### src/core/i2c_mbe_pkg.sv
// package for the two-wire master byte engine: register map, field positions, state types.
// assumes a single core clock; all pin levels are sampled, never used raw.
package i2c_mbe_pkg;
  localparam logic [2:0] OFS_XFER_BUFFER = 3'h0;
  localparam logic [2:0] OFS_CONTROL2 = 3'h1;
  localparam logic [2:0] OFS_STATUS = 3'h2;
  localparam logic [2:0] OFS_BAUD_RELOAD = 3'h3;
  localparam logic [2:0] OFS_FLAGS = 3'h4;
  // port_control2_reg fields
  localparam int CTL_STOP_EN = 2;
  localparam int CTL_RCV_EN = 3;
  localparam int CTL_ACK_SEQ = 4;
  localparam int CTL_ACK_DATA = 5;
  localparam int CTL_ACK_STAT = 6;
  // port_status_reg fields
  localparam int STS_BUF_FULL = 0;
  localparam int STS_START_DET = 3;
  localparam int STS_STOP_DET = 4;
  // flag/enable register fields; flags clear by writing 0
  localparam int FLG_IRQ = 0;
  localparam int FLG_WRITE_COLLISION_FLAG = 1;
  localparam int FLG_OVF = 2;
  localparam int FLG_BCOL = 3;
  localparam int FLG_IRQ_EN = 6;
  localparam int FLG_PORT_EN = 7;
  localparam logic [6:0] RST_BAUD_RELOAD = 7'h00;
  localparam logic [7:0] RST_BYTE = 8'h00;
  // core cycles per baud decrement (two decrements per instruction cycle)
  localparam int DECR_DIV = 2;
  localparam logic [3:0] BIT_LAST = 4'h7;
  localparam logic [3:0] BIT_ACK = 4'h8;

  typedef enum logic [2:0] {
    ST_IDLE = 3'b000, ST_LOW = 3'b001, ST_REL = 3'b011, ST_HIGH = 3'b010,
    ST_STOP_LOW = 3'b110, ST_STOP_REL = 3'b111, ST_STOP_HIGH = 3'b101, ST_STOP_END = 3'b100
  } state_t;
  typedef enum logic [1:0] {OP_TX = 2'b00, OP_RX = 2'b01, OP_ACK = 2'b11} op_t;

  typedef struct packed {
    logic scl, sda;
  } pins_t;

  typedef struct packed {
    state_t state;
    op_t op;
    logic [3:0] bitcnt;
    logic [7:0] shift_reg;
    logic [7:0] xfer_buffer;
    logic [6:0] baud_reload;
    logic [6:0] cnt;
    logic run;
    logic [1:0] div;
    pins_t meta, sync, prev;
    logic scl_rel, sda_rel;
    logic buffer_full_flag, rx_mode, start_det, stop_det;
    logic ack_data_bit, ack_status_bit, ack_sequence_enable;
    logic receive_enable_bit, stop_enable_bit;
    logic port_irq_flag, write_collision_flag, receive_overflow_flag, bus_collision_flag;
    logic irq_en, port_en, irq_out, wake;
    logic [7:0] rdata;
  } core_t;
endpackage

### src/core/i2c_master_byte_engine.sv
// master byte engine of a two-wire serial port: byte send with ack sampling,
// byte receive, ack sequence, stop sequence, clock stretching and bus-free tracking.
// assumes open-drain pins with external pull-ups and a one-cycle-read register port.
// Summary of operation
// buffer write sets full flag, starts baud
// bit: scl low one period, high one
// eighth falling edge clears full, releases sda
// slave pulls sda low to acknowledge
// ninth falling edge samples ack into status
// after ninth clock: irq, hold scl low
// write while busy sets collision, dropped
// receive enable ignored unless idle
// receive toggles scl per rollover, shifts sda
// eighth receive edge: store byte, flag, idle
// buffer read clears full flag in receive
// byte while full sets overflow flag
// ack sequence drives ack bit, one clock
// software sets ack bit before sequence
// stop: sda low, scl up, sda up
// stop seen sets detected; later irq
// released scl halts baud until high
// sleeping port wakes cpu on event
// reset disables port, aborts transfer
// start/stop detected clear on reset, disable
// bus stop raises irq while idle
// sda mismatch sets bus collision flag
// baud loads seven bits, counts to zero
//
// The placing of the registers and the strobed register port were left to the implementer.
module i2c_master_byte_engine
  import i2c_mbe_pkg::*;
#(
  parameter int DIV = DECR_DIV
) (
  input wire logic ref_clk_i, // core clock, 250 MHz
  input wire logic nrst_i, // async reset, active low
  input wire logic [2:0] addr_i, // register index
  input wire logic [7:0] wdata_i, // write data
  input wire logic wr_i, // write strobe
  input wire logic rd_i, // read strobe
  output logic [7:0] rdata_o, // read data, cycle after strobe
  input wire logic scl_i, // clock line level
  input wire logic sda_i, // data line level
  output logic scl_o, // clock line drive value
  output logic scl_oe_n_o, // clock line pulled low when 0
  output logic sda_o, // data line drive value
  output logic sda_oe_n_o, // data line pulled low when 0
  input wire logic sleep_i, // processor asleep
  output logic port_irq_o, // port interrupt request
  output logic wake_o // wake request while asleep
);
  core_t r_r, r_nxt;
  logic bto, tick, stop_ev, start_ev, busy, mismatch;

  assign bto = r_r.run && (r_r.cnt == 7'h00);
  assign tick = (r_r.div == 2'h0);
  assign stop_ev = r_r.sync.scl && r_r.prev.scl && r_r.sync.sda && !r_r.prev.sda;
  assign start_ev = r_r.sync.scl && r_r.prev.scl && !r_r.sync.sda && r_r.prev.sda;
  assign busy = (r_r.state != ST_IDLE);
  // a released sda that reads low while scl is high means another master drives 0
  assign mismatch = r_r.sda_rel && !r_r.sync.sda && r_r.op != OP_RX
    && !(r_r.op == OP_TX && r_r.bitcnt == BIT_ACK);

  always_comb begin
    r_nxt = r_r;
    r_nxt.meta = '{scl: scl_i, sda: sda_i};
    r_nxt.sync = r_r.meta;
    r_nxt.prev = r_r.sync;
    r_nxt.rdata = RST_BYTE;
    r_nxt.div = (r_r.div == 2'(DIV - 1)) ? 2'h0 : r_r.div + 2'h1;
    if (r_r.run && r_r.cnt != 7'h00 && tick) begin
      r_nxt.cnt = r_r.cnt - 7'h01;
    end
    // software side: reads, flag clears, configuration
    if (rd_i) begin
      unique case (addr_i)
        OFS_XFER_BUFFER: begin
          r_nxt.rdata = r_r.xfer_buffer;
          if (r_r.rx_mode) begin
            r_nxt.buffer_full_flag = 1'b0;
          end
        end
        OFS_CONTROL2: r_nxt.rdata = {1'b0, r_r.ack_status_bit, r_r.ack_data_bit,
          r_r.ack_sequence_enable, r_r.receive_enable_bit, r_r.stop_enable_bit, 2'b00};
        OFS_STATUS: r_nxt.rdata = {3'b000, r_r.stop_det, r_r.start_det, 2'b00,
          r_r.buffer_full_flag};
        OFS_BAUD_RELOAD: r_nxt.rdata = {1'b0, r_r.baud_reload};
        OFS_FLAGS: r_nxt.rdata = {r_r.port_en, r_r.irq_en, 2'b00, r_r.bus_collision_flag,
          r_r.receive_overflow_flag, r_r.write_collision_flag, r_r.port_irq_flag};
        default: r_nxt.rdata = RST_BYTE;
      endcase
    end
    if (wr_i && addr_i == OFS_BAUD_RELOAD) begin
      r_nxt.baud_reload = wdata_i[6:0];
    end
    if (wr_i && addr_i == OFS_FLAGS) begin
      // flags only clear here; hardware sets below win in the same cycle
      r_nxt.port_irq_flag = r_r.port_irq_flag & wdata_i[FLG_IRQ];
      r_nxt.write_collision_flag = r_r.write_collision_flag & wdata_i[FLG_WRITE_COLLISION_FLAG];
      r_nxt.receive_overflow_flag = r_r.receive_overflow_flag & wdata_i[FLG_OVF];
      r_nxt.bus_collision_flag = r_r.bus_collision_flag & wdata_i[FLG_BCOL];
      r_nxt.irq_en = wdata_i[FLG_IRQ_EN];
      r_nxt.port_en = wdata_i[FLG_PORT_EN];
    end
    if (wr_i && addr_i == OFS_CONTROL2) begin
      r_nxt.ack_data_bit = wdata_i[CTL_ACK_DATA];
    end
    // bus-free tracking
    if (start_ev) begin
      r_nxt.start_det = 1'b1;
      r_nxt.stop_det = 1'b0;
    end
    if (stop_ev) begin
      r_nxt.stop_det = 1'b1;
      r_nxt.start_det = 1'b0;
      if (!busy) begin
        r_nxt.port_irq_flag = 1'b1;
      end
    end
    unique case (r_r.state)
      ST_IDLE: ;
      ST_LOW: begin
        if (bto) begin
          r_nxt.scl_rel = 1'b1;
          r_nxt.run = 1'b0;
          r_nxt.state = ST_REL;
        end
      end
      ST_REL: begin
        if (r_r.sync.scl) begin
          r_nxt.cnt = r_r.baud_reload;
          r_nxt.run = 1'b1;
          r_nxt.state = ST_HIGH;
        end
      end
      ST_HIGH: begin
        if (mismatch) begin
          r_nxt.bus_collision_flag = 1'b1;
          r_nxt.state = ST_IDLE;
          r_nxt.run = 1'b0;
          r_nxt.scl_rel = 1'b1;
          r_nxt.sda_rel = 1'b1;
          r_nxt.buffer_full_flag = 1'b0;
          r_nxt.ack_sequence_enable = 1'b0;
        end else if (bto) begin
          r_nxt.scl_rel = 1'b0;
          r_nxt.cnt = r_r.baud_reload;
          r_nxt.bitcnt = r_r.bitcnt + 4'h1;
          r_nxt.state = ST_LOW;
          unique case (r_r.op)
            OP_TX: begin
              r_nxt.shift_reg = {r_r.shift_reg[6:0], 1'b0};
              r_nxt.sda_rel = (r_r.bitcnt == BIT_LAST) ? 1'b1 : r_r.shift_reg[6];
              if (r_r.bitcnt == BIT_LAST) begin
                r_nxt.buffer_full_flag = 1'b0;
              end
              if (r_r.bitcnt == BIT_ACK) begin
                r_nxt.ack_status_bit = r_r.sync.sda;
                r_nxt.port_irq_flag = 1'b1;
                r_nxt.sda_rel = 1'b1;
                r_nxt.run = 1'b0;
                r_nxt.state = ST_IDLE;
              end
            end
            OP_RX: begin
              r_nxt.shift_reg = {r_r.shift_reg[6:0], r_r.sync.sda};
              if (r_r.bitcnt == BIT_LAST) begin
                r_nxt.receive_enable_bit = 1'b0;
                r_nxt.xfer_buffer = {r_r.shift_reg[6:0], r_r.sync.sda};
                r_nxt.receive_overflow_flag = r_r.receive_overflow_flag
                  | r_r.buffer_full_flag;
                r_nxt.buffer_full_flag = 1'b1;
                r_nxt.port_irq_flag = 1'b1;
                r_nxt.rx_mode = 1'b1;
                r_nxt.run = 1'b0;
                r_nxt.state = ST_IDLE;
              end
            end
            default: begin
              r_nxt.ack_sequence_enable = 1'b0;
              r_nxt.sda_rel = 1'b1;
              r_nxt.run = 1'b0;
              r_nxt.state = ST_IDLE;
            end
          endcase
        end
      end
      ST_STOP_LOW: begin
        if (!r_r.sync.sda && !r_r.run) begin
          r_nxt.cnt = r_r.baud_reload;
          r_nxt.run = 1'b1;
        end
        if (bto) begin
          r_nxt.scl_rel = 1'b1;
          r_nxt.run = 1'b0;
          r_nxt.state = ST_STOP_REL;
        end
      end
      ST_STOP_REL: begin
        if (r_r.sync.scl) begin
          r_nxt.cnt = r_r.baud_reload;
          r_nxt.run = 1'b1;
          r_nxt.state = ST_STOP_HIGH;
        end
      end
      ST_STOP_HIGH: begin
        if (bto) begin
          r_nxt.sda_rel = 1'b1;
          r_nxt.run = 1'b0;
          r_nxt.state = ST_STOP_END;
        end
      end
      ST_STOP_END: begin
        if (r_r.stop_det && !r_r.run) begin
          r_nxt.cnt = r_r.baud_reload;
          r_nxt.run = 1'b1;
        end
        if (bto) begin
          r_nxt.stop_enable_bit = 1'b0;
          r_nxt.port_irq_flag = 1'b1;
          r_nxt.run = 1'b0;
          r_nxt.state = ST_IDLE;
        end
      end
      default: r_nxt.state = ST_IDLE;
    endcase
    // commands: only an idle, enabled port accepts them; no queueing
    if (wr_i && addr_i == OFS_XFER_BUFFER) begin
      if (busy || !r_r.port_en) begin
        r_nxt.write_collision_flag = 1'b1;
      end else begin
        r_nxt.xfer_buffer = wdata_i;
        r_nxt.shift_reg = wdata_i;
        r_nxt.buffer_full_flag = 1'b1;
        r_nxt.rx_mode = 1'b0;
        r_nxt.op = OP_TX;
        r_nxt.bitcnt = 4'h0;
        r_nxt.sda_rel = wdata_i[7];
        r_nxt.scl_rel = 1'b0;
        r_nxt.cnt = r_r.baud_reload;
        r_nxt.run = 1'b1;
        r_nxt.state = ST_LOW;
      end
    end
    if (wr_i && addr_i == OFS_CONTROL2 && !busy && r_r.port_en) begin
      r_nxt.scl_rel = 1'b0;
      r_nxt.bitcnt = 4'h0;
      r_nxt.cnt = r_r.baud_reload;
      r_nxt.run = 1'b1;
      if (wdata_i[CTL_ACK_SEQ]) begin
        r_nxt.ack_sequence_enable = 1'b1;
        r_nxt.op = OP_ACK;
        r_nxt.sda_rel = wdata_i[CTL_ACK_DATA];
        r_nxt.state = ST_LOW;
      end else if (wdata_i[CTL_RCV_EN]) begin
        r_nxt.receive_enable_bit = 1'b1;
        r_nxt.op = OP_RX;
        r_nxt.sda_rel = 1'b1;
        r_nxt.state = ST_LOW;
      end else if (wdata_i[CTL_STOP_EN]) begin
        r_nxt.stop_enable_bit = 1'b1;
        r_nxt.sda_rel = 1'b0;
        r_nxt.run = 1'b0;
        r_nxt.state = ST_STOP_LOW;
      end else begin
        r_nxt.scl_rel = r_r.scl_rel;
        r_nxt.run = r_r.run;
      end
    end
    if (!r_r.port_en) begin
      r_nxt.state = ST_IDLE;
      r_nxt.run = 1'b0;
      r_nxt.scl_rel = 1'b1;
      r_nxt.sda_rel = 1'b1;
      r_nxt.start_det = 1'b0;
      r_nxt.stop_det = 1'b0;
      r_nxt.ack_sequence_enable = 1'b0;
      r_nxt.receive_enable_bit = 1'b0;
      r_nxt.stop_enable_bit = 1'b0;
    end
    r_nxt.irq_out = r_nxt.port_irq_flag && r_nxt.irq_en;
    r_nxt.wake = r_nxt.irq_out && sleep_i;
  end

  always_ff @(posedge ref_clk_i or negedge nrst_i) begin
    if (!nrst_i) begin
      r_r <= '0;
      r_r.baud_reload <= RST_BAUD_RELOAD;
      r_r.scl_rel <= 1'b1;
      r_r.sda_rel <= 1'b1;
      r_r.meta <= '{scl: 1'b1, sda: 1'b1};
      r_r.sync <= '{scl: 1'b1, sda: 1'b1};
      r_r.prev <= '{scl: 1'b1, sda: 1'b1};
    end else begin
      r_r <= r_nxt;
    end
  end

  assign rdata_o = r_r.rdata;
  assign scl_o = 1'b0;
  assign sda_o = 1'b0;
  assign scl_oe_n_o = r_r.scl_rel;
  assign sda_oe_n_o = r_r.sda_rel;
  assign port_irq_o = r_r.irq_out;
  assign wake_o = r_r.wake;
endmodule

### config.mk
export PLATFORM = sky130hd
export DESIGN_NAME = i2c_master_byte_engine
export DESIGN_NICKNAME = d
export VERILOG_FILES = /design/src/core/i2c_mbe_pkg.sv /design/src/core/i2c_master_byte_engine.sv
export SDC_FILE = /design/constraint.sdc
export NUM_CORES = 1
export LEC_CHECK = 0
export ABC_AREA = 1
export BUFFER_PORTS_ARGS = -buffer_cell sky130_fd_sc_hd__buf_2
export CAP_MARGIN = 20
export CORE_MARGIN = 2
export CORE_UTILIZATION = 45
export CTS_CLUSTER_DIAMETER = 50
export DETAILED_ROUTE_END_ITERATION = 10
export PLACE_DENSITY = 0.7
export SLEW_MARGIN = 0
export SYNTH_ARGS = -nofsm -noshare
export SYNTH_HDL_FRONTEND = slang
export SYNTH_SLANG_ARGS = --single-unit
export TNS_END_PERCENT = 10
### constraint.sdc
create_clock -name ref_clk_i -period 1.8 [get_ports ref_clk_i]
set_input_delay 0.09 -clock ref_clk_i [delete_from_list [all_inputs] [get_ports ref_clk_i]]
set_output_delay 0.09 -clock ref_clk_i [all_outputs]
set_load 0.02 [all_outputs]
==> flow_metrics.tcl <==
set metrics [dict create \
    ys_ff_latch 74 \
    register_area_sq_um 1860 \
    postSynthCellCount 472 \
    synth.distinct_cells 45 \
    hp-class "input pin to register" \
    crit_family "simple AND/OR/NAND/NOR gates" \
    maxCapViolCount 0 \
    slowest_delay_ns 0.39 \
    dr_total_vias 3400 \
    ant_nets 0 \
    cts_tree "yes" \
    port_buffers 29 \
    min_from "wdata_i[1]" \
    synth_warnings 0 \
    p_per_area_nw_per_um2 1060 \
    final_max_slew_viol_count 0 \
    rsz0062_at_grt "true" \
    num_rows 34 \
    drt_iter0_drc 265 \
    crit_chain "inv_2, ha_2, inv_2, nor2_2, nand3_2, nor2_4, inv_4, nor2_8, buf_12, nand3_4, a31oi_1" \
    cts_max_level 3 \
    final_net_count 555 \
    final_area_sq_um 4770 \
    wl_per_cell_um 15.4 \
    cp-start-kind "register" \
    vdd_drop_max_v 0.000626 \
    synth_ff_type "dfrtp_1" \
    layout-drive-gt1-share_pct 28.4 \
    clockBufferDepth 2 \
    dieArea_sq_um 9550 \
    grt_usage_pct 20.5 \
    viasPerCell 5.26 \
    synth_edf_count 0 \
    grt_pass1_vias 3156 \
    mappedNetlistArea_sq_um 3950 \
    die_x_um 97.7 \
    crit_type "register to register" \
    hold_end "r_r[44]$_DFFE_PN0P_" \
    arrival_ns 2.20 \
    cts_buffers 9 \
    synth.avg_cell_area_sq_um 8.37 \
    clk_latency_ns 0.37 \
    seq_area_frac_synth_pct 47.1 \
    grt_max_degree 75 \
    worst-r2r-setup-slack_ns -0.12 \
    ios 32 \
    timing.final.ws_setup_ns -0.123 \
    fin_util_pct 55.3 \
    overflow 0 \
    worst_path_most_repeated_cell "inv_2" \
    path_max_fanout 6 \
    async_flop_share_pct 100 \
    finalCriticalPeriod_ns 1.92 \
    fin_skew_ns 0.0101 \
    post-route-period-util_pct 107 \
    cp.required_ns 2.08 \
    syn2layout_area_growth_pct 20.8 \
    fmax_mhz 520 \
    reg2reg_to "port_irq_o$_DFF_PN0_" \
    p_leak_nw 2.41 \
    endpoint_kind "register" \
    nFillCells 758 \
    status "complete, but fails checks" \
    violations "setup timing" \
    hold_viol 0 \
    clk_root_buffer_cell "clkbuf_8" \
    clk_pin_slew_ns 0.08 \
    min_path_cells 2 \
    reg2reg_depth 11 \
    routabilityCongestion 0.926 \
    first_pass_iters 5 \
    grt_pass1_wl_um 15400 \
    antenna_found_initial 0 \
    routed_wirelength_um 9940 \
    crit_buf_inv 4 \
    multi_input_area_sq_um 1820 \
    clock_sinks 74 \
    setup_violations 31 \
    dieHeight_um 97.7 \
    crit_slowest_cell "dfrtp_1" \
    start_util_pct 45.8 \
    core_area_sq_um 8640 \
    placement.cell_area_sq_um 4300 \
    antenna_cells 0 \
    r2r-start "r_r[36]$_DFF_PN0_" \
    drcViolationCount 0 \
    place_hpwl_um 7110 \
    cp.depth 11 \
]
==> per-layer routing <==
metal / global-route usage, % / vias to the layer above / wire, um
met3: 5.76 / 24 / 579
met2: 32.6 / 130 / 4720
met5: 0 / - / 0
met4: 6.09 / 0 / 293
met1: 27.5 / 1596 / 4340
li1: - / 1650 / -
==> worst max-delay path by stage <==
stage	from	end	slack, ns
after floorplan	r_r[36]$_DFF_PN0_	r_r[51]$_DFF_PN0_	0.1
after global placement	r_r[36]$_DFF_PN0_	r_r[55]$_DFF_PN0_	0.008
after detailed placement	r_r[36]$_DFF_PN0_	r_r[56]$_DFF_PN0_	-0.06
after CTS	r_r[36]$_DFF_PN0_	wake_o$_DFF_PN0_	-0.05
after global routing	r_r[37]$_DFF_PN0_	wake_o$_DFF_PN0_	-0.23
final	r_r[36]$_DFF_PN0_	port_irq_o$_DFF_PN0_	-0.12
==> metrics by stage <==
step | worst slack (ns) | hold WS, ns | std cells | total power [mW] | setup TNS [ns]
4_1_cts | -0.0494 | 0.0130 | 639 | 4.94 | -0.194
3_3_place_gp | 0.00766 | 0.133 | 617 | 3.57 | 0
2_1_floorplan | 0.0974 | -0.206 | 473 | 3.17 | 0
5_1_grt | -0.235 | 0.0217 | 647 | 5.37 | -6.69
6_report | -0.123 | 0.0242 | 647 | 5.07 | -2.20
3_5_place_dp | -0.0590 | 0.135 | 617 | 3.62 | -0.301
==> cell families after synthesis <==
logic type	after synthesis	synth area share [%]
multiplexers	2	0.570
adder cells (fa/ha/maj)	3	0.950
other	1	0.0949
AO/OA/AOI/OAI	97	14.2
flip-flops	74	47.1
AND/OR/NAND/NOR	206	26.3
XOR/XNOR	3	0.665
buffers and inverters	86	10.0
==> timing repair <==
action / CTS / global route
endpoints found under the setup margin: 10 / 38
gates cloned: 0 / 1
buffers inserted: 0 / 7
pin swaps: 0 / 22
resized for setup: 3 / 44
hold buffers: 6 / 0
endpoints found under the hold margin: 71 / 0
==> worst register-to-register path, delay by kind of cell, from the launching register on <==
| family | cells | cell delay (ns) |
|---|---|---|
| AO/OA/AOI/OAI | 1 | 0.23 |
| buffers and inverters | 4 | 0.33 |
| adder cells (fa/ha/maj) | 1 | 0.18 |
| flip-flops | 1 | 0.39 |
| AND/OR/NAND/NOR | 5 | 0.70 |
==> placed cells by master (no fill, tap or decap), types with 5 or more instances in the layout <==
cell type      instances
nor2_1                32
dlygate4sd3_1          6
inv_1                 53
dfrtp_1               66
a21oi_1               13
a221oi_1               5
clkbuf_8               9
nand2_4                6
o21ai_2                7
buf_4                 26
buf_2                 28
nand3_1               24
inv_2                 10
o21ai_1               36
dfstp_2                8
nand2_1              100
nand4_1                6
nor2_4                 7
nand2_2                7
o21ai_0               20
==> flip-flops by register name, summed over array words and instances (netlist names) <==
| register | count |
|---|---|
| r_r | 58 |
| rdata_o | 8 |
| r_nxt | 4 |
| port_irq_o | 1 |
| scl_oe_n_o | 1 |
| sda_oe_n_o | 1 |
| wake_o | 1 |
==> cell type report <==
cell class | count | area share (%)
inverters | 69 | 5.85
clock buffers | 10 | 2.67
repair buffers | 66 | 10.2
clock inverters | 6 | 1.36
flip-flops and latches | 74 | 39.0
well taps | 108 | 2.83
multi-input cells | 314 | 38.0
==> synth_stat cells (4+ instances only) <==
| master | n | area share [%] |
|---|---|---|
| a21oi_1 | 15 | 1.9 |
| a221oi_1 | 5 | 1.1 |
| buf_4 | 10 | 1.9 |
| dfrtp_1 | 66 | 42 |
| dfstp_2 | 8 | 5.3 |
| inv_1 | 56 | 5.3 |
| inv_2 | 9 | 0.85 |
| inv_4 | 4 | 0.63 |
| nand2_1 | 105 | 10 |
| nand2_2 | 5 | 0.79 |
| nand3_1 | 27 | 3.4 |
| nand4_1 | 6 | 0.95 |
| nor2_1 | 33 | 3.1 |
| nor2_2 | 5 | 0.79 |
| nor2_4 | 5 | 1.4 |
| o211ai_1 | 4 | 0.76 |
| o21ai_0 | 32 | 4.1 |
| o21ai_1 | 26 | 3.3 |
| o21ai_2 | 5 | 1.1 |
==> power breakdown <==
part | total, mW | switching (mW) | leakage, nW | internal (mW)
combinational | 1.45 | 0.864 | 1.39 | 0.591
clock | 1.30 | 0.656 | 0.0966 | 0.643
sequential | 2.32 | 0.290 | 0.921 | 2.03
Power figures use the tool's default switching activity.
